File: src/rtl/scan_pkg.sv
// Function
// (RL1) integration equals start-to-hold interval minus 18 clocks
// (RL2) start and hold strobes driven as one
// (RL3) clocked high start pulse begins readout cycle
// (RL4) at least n+1 clocks between start pulses
// (RL5) start-to-start interval at most 100 ms
// (RL6) start holds all pixels, shows pixel 1
// (RL7) each clock advances output to next pixel
// (RL8) integrators reset for start plus 17 clocks
// (RL9) 19th clock releases reset, integration begins
// (RL10) first 18 pixels shift out during reset
// (RL11) pixels resume sampling after their readout clock
// (RL12) clock n+1 floats the analog output
// (RL13) wait 20 us after n+1 clocks
// (RL14) integration at least (n-18) clocks plus 20 us
// (RL15) sensor clock never faster than 8 MHz
// (RL16) flush first frame after power-up
// (RL17) park sensor clock low when idle
// (RL18) previous frame read out during next integration
// (RL19) pixel value valid for whole clock period
// (RL20) report saturation so integration can shorten
// (RL21) start drops before following rising edge
// (RL22) n is 640, or 1280 chained
package scan_pkg;
    localparam int PIXELS_SECTION = 640; // see (RL22)
    localparam int PIXELS_CHAINED = 1280;
    localparam int PIXEL_W = 8;
    localparam int EXPOSE_W = 24;
    localparam int SCALE_SHIFT = 8;
    localparam int SYNC_STAGES = 2;
    localparam int RESET_CLOCKS = 18;
    localparam int RELEASE_CLOCK = 19;
    localparam int CLK_PERIOD_NS = 20;
    localparam int SCLK_MAX_MHZ = 8;
    localparam int SCLK_MIN_PERIOD_NS = 1000 / SCLK_MAX_MHZ;
    localparam int SCLK_HALF_CYCLES =
        (SCLK_MIN_PERIOD_NS + 2 * CLK_PERIOD_NS - 1) / (2 * CLK_PERIOD_NS);
    localparam int TRANSFER_US = 20;
    localparam int TRANSFER_CYCLES =
        (TRANSFER_US * 1000 + CLK_PERIOD_NS - 1) / CLK_PERIOD_NS;
    localparam int MAX_PERIOD_MS = 100;
    localparam int MAX_PERIOD_CYCLES = MAX_PERIOD_MS * 1000000 / CLK_PERIOD_NS;
    localparam int WAIT_W = 23;
    typedef enum logic [2:0] {
        CTL_IDLE, CTL_SHIFT_LOW, CTL_SHIFT_HIGH, CTL_TRANSFER, CTL_EXTEND
    } ctl_state_type;
endpackage

File: src/rtl/scan_link_if.sv
`timescale 1ns/100ps
`default_nettype none
interface scan_link_if #(parameter int DATA_W = scan_pkg::PIXEL_W);
    logic sensor_clk;
    logic start_pulse;
    logic [DATA_W-1:0] analog_pixel_output;
    logic analog_pixel_oe_n;
    modport sensor (
        input sensor_clk,
        input start_pulse,
        output analog_pixel_output,
        output analog_pixel_oe_n
    );
    modport ctrl (
        output sensor_clk,
        output start_pulse,
        input analog_pixel_output,
        input analog_pixel_oe_n
    );
endinterface
`default_nettype wire

File: src/rtl/scan_controller.sv
`timescale 1ns/100ps
`default_nettype none
module scan_controller #(
    parameter int PIXELS = scan_pkg::PIXELS_SECTION,
    parameter int DATA_W = scan_pkg::PIXEL_W,
    parameter int MAX_PERIOD_CYCLES = scan_pkg::MAX_PERIOD_CYCLES
) (
    input wire logic clk,
    input wire logic rstn,
    scan_link_if.ctrl link,
    input wire logic run,
    input wire logic [scan_pkg::WAIT_W-1:0] extra_wait,
    output logic [DATA_W-1:0] pixel_data,
    output logic [$clog2(PIXELS)-1:0] pixel_index,
    output logic pixel_valid,
    output logic frame_done,
    output logic saturated,
    output logic float_fault,
    output logic busy,
    output logic [scan_pkg::WAIT_W-1:0] integration_cycles
);
    import scan_pkg::*;
    localparam int IDX_W = $clog2(PIXELS);
    localparam int CNT_W = $clog2(PIXELS + 2);
    localparam int HALF_W = $clog2(SCLK_HALF_CYCLES + 1);
    localparam int SETUP_CYCLES = RESET_CLOCKS * 2 * SCLK_HALF_CYCLES;

    ctl_state_type state_reg, state_next;
    logic [HALF_W-1:0] half_reg, half_next;
    logic [CNT_W-1:0] edge_reg, edge_next;
    logic [WAIT_W-1:0] wait_reg, wait_next;
    logic [WAIT_W-1:0] period_reg, period_next;
    logic sclk_reg, sclk_next;
    logic si_reg, si_next;
    logic flush_reg, flush_next;
    logic first_reg, first_next;
    logic [DATA_W-1:0] data_reg, data_next;
    logic [IDX_W-1:0] index_reg, index_next;
    logic valid_reg, valid_next;
    logic done_reg, done_next;
    logic sat_reg, sat_next;
    logic float_reg, float_next;
    logic [WAIT_W-1:0] int_reg, int_next;
    logic half_end;
    logic period_cap;

    assign half_end = (half_reg == HALF_W'(SCLK_HALF_CYCLES - 1));
    // leave room for the low half that precedes the next start edge
    assign period_cap = (period_reg >= WAIT_W'(MAX_PERIOD_CYCLES - SCLK_HALF_CYCLES));

    always_comb begin
        state_next = state_reg;
        half_next = half_reg;
        edge_next = edge_reg;
        wait_next = wait_reg;
        sclk_next = sclk_reg;
        si_next = si_reg;
        flush_next = flush_reg;
        first_next = first_reg;
        data_next = data_reg;
        index_next = index_reg;
        valid_next = 1'b0;
        done_next = 1'b0;
        sat_next = sat_reg;
        float_next = float_reg;
        int_next = int_reg;
        period_next = period_reg;
        if (period_reg != '1) begin
            period_next = period_reg + 1'b1;
        end
        unique case (state_reg)
            CTL_IDLE: begin
                sclk_next = 1'b0; // see (RL17)
                si_next = 1'b0;
                if (run) begin
                    state_next = CTL_SHIFT_LOW;
                    half_next = '0;
                    edge_next = '0;
                    si_next = 1'b1; // see (RL2)
                end
            end
            CTL_SHIFT_LOW: begin
                half_next = half_reg + 1'b1;
                if (half_end) begin
                    half_next = '0;
                    sclk_next = 1'b1; // see (RL15)
                    edge_next = edge_reg + 1'b1;
                    state_next = CTL_SHIFT_HIGH;
                    if (edge_reg == '0) begin
                        // start edge: measure the integration just ended
                        period_next = WAIT_W'(1);
                        sat_next = 1'b0;
                        if (!first_reg) begin
                            int_next = period_reg - WAIT_W'(SETUP_CYCLES); // see (RL1)
                        end
                        first_next = 1'b0;
                    end else begin
                        // sampled at the end of the period, value long settled
                        data_next = link.analog_pixel_output; // see (RL19)
                        index_next = IDX_W'(edge_reg - 1'b1);
                        valid_next = ~flush_reg; // see (RL16) see (RL18)
                        if (link.analog_pixel_output == '1) begin
                            sat_next = 1'b1; // see (RL20)
                        end
                        if (link.analog_pixel_oe_n) begin
                            float_next = 1'b1;
                        end
                    end
                end
            end
            CTL_SHIFT_HIGH: begin
                half_next = half_reg + 1'b1;
                if (half_end) begin
                    half_next = '0;
                    sclk_next = 1'b0;
                    si_next = 1'b0; // see (RL21)
                    if (edge_reg == CNT_W'(PIXELS + 1)) begin
                        state_next = CTL_TRANSFER; // see (RL4)
                        wait_next = '0;
                    end else begin
                        state_next = CTL_SHIFT_LOW;
                    end
                end
            end
            CTL_TRANSFER: begin
                // last pixel needs time to charge its sampling capacitor
                wait_next = wait_reg + 1'b1;
                if (wait_reg == WAIT_W'(TRANSFER_CYCLES - 1)) begin // see (RL13) see (RL14)
                    wait_next = '0;
                    state_next = CTL_EXTEND;
                    if (!link.analog_pixel_oe_n) begin
                        float_next = 1'b1; // see (RL12)
                    end
                end
            end
            CTL_EXTEND: begin
                wait_next = wait_reg + 1'b1;
                if (wait_reg >= extra_wait || period_cap) begin // see (RL5)
                    done_next = 1'b1;
                    flush_next = 1'b0; // see (RL16)
                    wait_next = '0;
                    if (run) begin
                        state_next = CTL_SHIFT_LOW;
                        half_next = '0;
                        edge_next = '0;
                        si_next = 1'b1; // see (RL3)
                    end else begin
                        state_next = CTL_IDLE;
                    end
                end
            end
        endcase
    end

    always_ff @(posedge clk or negedge rstn) begin
        if (!rstn) begin
            state_reg <= CTL_IDLE;
            half_reg <= '0;
            edge_reg <= '0;
            wait_reg <= '0;
            period_reg <= '0;
            sclk_reg <= 1'b0;
            si_reg <= 1'b0;
            flush_reg <= 1'b1;
            first_reg <= 1'b1;
            data_reg <= '0;
            index_reg <= '0;
            valid_reg <= 1'b0;
            done_reg <= 1'b0;
            sat_reg <= 1'b0;
            float_reg <= 1'b0;
            int_reg <= '0;
        end else begin
            state_reg <= state_next;
            half_reg <= half_next;
            edge_reg <= edge_next;
            wait_reg <= wait_next;
            period_reg <= period_next;
            sclk_reg <= sclk_next;
            si_reg <= si_next;
            flush_reg <= flush_next;
            first_reg <= first_next;
            data_reg <= data_next;
            index_reg <= index_next;
            valid_reg <= valid_next;
            done_reg <= done_next;
            sat_reg <= sat_next;
            float_reg <= float_next;
            int_reg <= int_next;
        end
    end

    // one wire carries both the start and the hold strobe
    assign link.sensor_clk = sclk_reg;
    assign link.start_pulse = si_reg; // see (RL2)
    assign pixel_data = data_reg;
    assign pixel_index = index_reg;
    assign pixel_valid = valid_reg;
    assign frame_done = done_reg;
    assign saturated = sat_reg;
    assign float_fault = float_reg;
    assign busy = (state_reg != CTL_IDLE);
    assign integration_cycles = int_reg;
endmodule
`default_nettype wire

File: src/flat_wrapper.sv
// flat-port wrapper written by rule: the top's interface ports become plain ports
module scan_controller_flat import scan_pkg::*;
#(
    parameter int PIXELS = scan_pkg::PIXELS_SECTION,
    parameter int DATA_W = scan_pkg::PIXEL_W,
    parameter int MAX_PERIOD_CYCLES = scan_pkg::MAX_PERIOD_CYCLES
)
  (clk, rstn, run, extra_wait, pixel_data, pixel_index, pixel_valid, frame_done, saturated, float_fault, busy, integration_cycles, link_sensor_clk, link_start_pulse, link_analog_pixel_output, link_analog_pixel_oe_n);
  scan_link_if #(.DATA_W(DATA_W)) link_i ();
  input wire logic clk;
  input wire logic rstn;
  input wire logic run;
  input wire logic [scan_pkg::WAIT_W-1:0] extra_wait;
  output logic [DATA_W-1:0] pixel_data;
  output logic [$clog2(PIXELS)-1:0] pixel_index;
  output logic pixel_valid;
  output logic frame_done;
  output logic saturated;
  output logic float_fault;
  output logic busy;
  output logic [scan_pkg::WAIT_W-1:0] integration_cycles;
  output wire logic [$bits(link_i.sensor_clk)-1:0] link_sensor_clk;
  output wire logic [$bits(link_i.start_pulse)-1:0] link_start_pulse;
  input wire logic [$bits(link_i.analog_pixel_output)-1:0] link_analog_pixel_output;
  input wire logic [$bits(link_i.analog_pixel_oe_n)-1:0] link_analog_pixel_oe_n;
  assign link_sensor_clk = link_i.sensor_clk;
  assign link_start_pulse = link_i.start_pulse;
  assign link_i.analog_pixel_output = link_analog_pixel_output;
  assign link_i.analog_pixel_oe_n = link_analog_pixel_oe_n;
  scan_controller #(.PIXELS(PIXELS), .DATA_W(DATA_W), .MAX_PERIOD_CYCLES(MAX_PERIOD_CYCLES)) u_core (.clk(clk), .rstn(rstn), .link(link_i), .run(run), .extra_wait(extra_wait), .pixel_data(pixel_data), .pixel_index(pixel_index), .pixel_valid(pixel_valid), .frame_done(frame_done), .saturated(saturated), .float_fault(float_fault), .busy(busy), .integration_cycles(integration_cycles));
endmodule
File: config.mk
export PLATFORM = sky130hd
export DESIGN_NAME = scan_controller_flat
export DESIGN_NICKNAME = d
export VERILOG_FILES = /design/src/rtl/scan_pkg.sv /design/src/rtl/scan_link_if.sv /design/src/rtl/scan_controller.sv /design/src/flat_wrapper.sv
export SDC_FILE = /design/constraint.sdc
export NUM_CORES = 1
export LEC_CHECK = 0
export BUFFER_PORTS_ARGS = -buffer_cell sky130_fd_sc_hd__buf_2
export CORE_UTILIZATION = 45
export DETAILED_ROUTE_END_ITERATION = 10
export GPL_TIMING_DRIVEN = 0
export MAX_ROUTING_LAYER = met4
export PLACE_DENSITY = 0.66
export SYNTH_ARGS = -nofsm -noshare
export SYNTH_HDL_FRONTEND = slang
export SYNTH_SLANG_ARGS = --single-unit
File: constraint.sdc
create_clock -name clk -period 2.5 [get_ports clk]
set_input_delay 0.5 -clock clk [delete_from_list [all_inputs] [get_ports clk]]
set_output_delay 0.5 -clock clk [all_outputs]
set_load 0.02 [all_outputs]
==> metrics.cfg <==
[timing]
setup_viol_count_final=0
period_share_pct=97.5
report.final.slew_viol_count=0
tightest_slew_ns=1.06
finalHoldViolations=0
grt_setup_unrepaired=true
setup_ws_ns=0.0630
slew_headroom_pct=28.5
finClkSkew_ns=0.0107
fin_crit_ns=2.44
fmax_mhz=410

[critical_path]
crit_slowest_cell=dfrtp_1
cp.buffers_inverters=2
critical-path-top-delay-family=compound AO/OA/AOI/OAI gates
cp.required_ns=2.73
cpPeakStageDelay_ns=0.46
critPathKind=flip-flop to flip-flop
cp_cell_sequence=ha_1 -> nand4_1 -> or2_2 -> o221ai_4 -> a211oi_4 -> buf_4 -> a311oi_4 -> buf_6 -> o22ai_1
end_kind=flip-flop
crit_arrival_ns=2.67
start_kind=flip-flop
cp_max_fo=5

[grt]
grt_pass1_wl_um=25400
grt.overflow.total=0
grt_max_degree=61
grt_use_total_pct=22.3
antenna_found_initial=0
grt_pass1_vias=5406

[layout]
area_delta_synth_final_pct=19.2
nets=912
final_area_um2=7730
n_antenna_cell=0
final_util_pct=55.3
drive_gt1_share_pct=21.2

[flow_run]
cap_viol_max_count=0

[pwr]
vdd_drop_max_mv=0.569
pwr_density_cell_nw_per_um2=949
leakagePower_nw=3.68

[clock_network]
clockBufferDepth=2
h-tree-depth=3
clk_pin_slew_ns=0.07
clk-insertion-delay-late_ns=0.36
cts_made_buffers=9
cts_root_buffer=clkbuf_16
tritoncts=done
clock_sinks=111

[logic_synthesis]
synth-seq-area-share_pct=42.9
synth_area_per_cell_um2=8.75
ys_async_sr_fraction_pct=100
synth_edf_count=0
yosys_register_bits=111
syn-cell-area_um2=6480
syn_nets=809
synthCells=741
yosysWarnings=0
synth_top_flop_cell=dfrtp_1
ys_types=64

[placement]
dp_hpwl_um=11100
dp_slack_ns=-0.712
dpl_cell_area_um2=7150
io_buffers=82
gp_congestion=0.832

[worst_hold_path]
hp-class=primary input to async pin

[floorplan]
fp-row-count=43
initial_core_util_pct=46.4
die_y_um=122
core_um2=14000
io_pins=83
dieWidth_um=122
fp.dieArea_um2=14900

[routing]
wirelength_um=15300
via_count=5707
vias_per_cell=5.55
drt_pass1_iterations=5
drt_iter0_markers=465
routedWlPerCell_um=14.8
drc_errors=0
final_antenna_net_count=0

[outcome]
status=complete, no violations

## logic make-up after synthesis
group	count (synthesis)	synth area share, %
compound gates	150	14.5
xor+xnor	53	7.16
fa+ha+maj	33	6.37
buf+inv	90	5.96
flops	111	42.9
mux	2	0.309
simple gates	302	22.9
## synthesized netlist by cell type (3+ instances only)
library cell | instances | area, µm²
dfrtp_1 | 109 | 2730
nand2_1 | 98 | 368
nor2_1 | 61 | 229
inv_1 | 49 | 184
a21oi_1 | 42 | 210
o21ai_0 | 40 | 200
xnor2_1 | 34 | 298
ha_1 | 33 | 413
nand3_1 | 27 | 135
clkbuf_1 | 21 | 78.8
nor3_1 | 19 | 95.1
xor2_1 | 19 | 166
nand4_1 | 17 | 106
buf_2 | 13 | 65.1
nor4_1 | 13 | 81.3
and3_1 | 12 | 75.1
o22ai_1 | 12 | 75.1
a31oi_1 | 11 | 68.8
nor2_2 | 10 | 62.6
o21a_1 | 9 | 67.6
or3_1 | 8 | 50.1
nor2b_1 | 6 | 37.5
or2_2 | 6 | 37.5
and2_1 | 5 | 31.3
o21ai_1 | 5 | 25.0
buf_6 | 4 | 45.0
nand2b_1 | 4 | 25.0
nand3b_1 | 4 | 30.0
a21o_1 | 3 | 22.5
and4_1 | 3 | 26.3
## power by group
| part | internal (mW) | switching, mW |
|---|---|---|
| Clock | 0.778 | 0.693 |
| Combinational | 1.22 | 2.00 |
| Sequential | 2.29 | 0.344 |
## layout make-up
class / instances / area, µm²
inverters: 50 / 190
well taps: 180 / 225
clock buffers: 9 / 225
clock inverters: 7 / 71.3
repair buffers: 94 / 531
multi-input cells: 540 / 3510
fillers: 1263 / 6260
plain buffers: 38 / 196
flip-flops and latches: 111 / 2790
## cells in the final DEF, fill, tap and decap left out, drive strengths merged, types with 4 or more instances in the layout
master  netlist  final
nor2b         6      6
ha           33     33
dfrtp       109    109
nand2        98     98
clkbuf       21     31
or3           8      8
and3         12     12
inv          50     51
buf          19    110
nand3        27     27
or2           7      7
nor4         15     15
nand4        17     17
xor2         19     19
nor2         71     71
nor3         19     19
o22ai        12     12
o21a          9      9
nand2b        4      4
nand3b        4      4
xnor2        34     34
a31oi        11     11
and2          5      5
o21ai        45     45
a21oi        42     42
## path summary, 6_finish.rpt
path	from	end	slack [ns]	depth (start not counted)
max in group asynchronous	rstn	u_core.first_reg	1.55	2
min	rstn	u_core.integration_cycles[4]	0.18	1
max reg2reg	u_core.wait_reg[18]	u_core.wait_reg[3]	0.06	9
min in group clk	link_analog_pixel_output[1]	u_core.pixel_data[1]	0.34	3
min reg2reg	u_core.flush_reg	u_core.flush_reg	0.46	1
max	u_core.wait_reg[18]	u_core.wait_reg[3]	0.06	9
## worst reg2reg max path, delay by kind of cell, from the launching register on
| family | cells | cell delay [ns] |
|---|---|---|
| fa+ha+maj | 1 | 0.35 |
| compound gates | 4 | 0.70 |
| buf+inv | 2 | 0.36 |
| flops | 1 | 0.46 |
| simple gates | 2 | 0.44 |
## metrics by stage
stage | cells | total power, mW | hold WS (ns) | setup TNS [ns]
2_1_floorplan | 741 | 4.72 | 0.204 | 0
5_1_grt | 1029 | 7.86 | 0.243 | -0.0495
4_1_cts | 1024 | 7.21 | 0.202 | 0
6_report | 1029 | 7.33 | 0.181 | 0
3_3_place_gp | 1003 | 5.58 | 0.446 | -61.32
3_5_place_dp | 1004 | 5.67 | 0.451 | -20.35
## layer usage
metal | track usage (%) | wire, µm | up-vias
li1 | - | - | 2784
met1 | 29.3 | 7200 | 2759
met2 | 34.6 | 7140 | 136
met3 | 3.89 | 632 | 28
met4 | 7.95 | 291 | 0
met5 | - | 0 | -
## what timing repair did
item	in CTS	in global routing
gates cloned	0	1
hold endpoints to repair	0	0
pin swaps	3	8
gates resized for setup	14	30
hold buffers	0	0
setup endpoints to repair	85	86
setup buffers	4	6
Note: power is estimated with default switching activity, not from simulation.
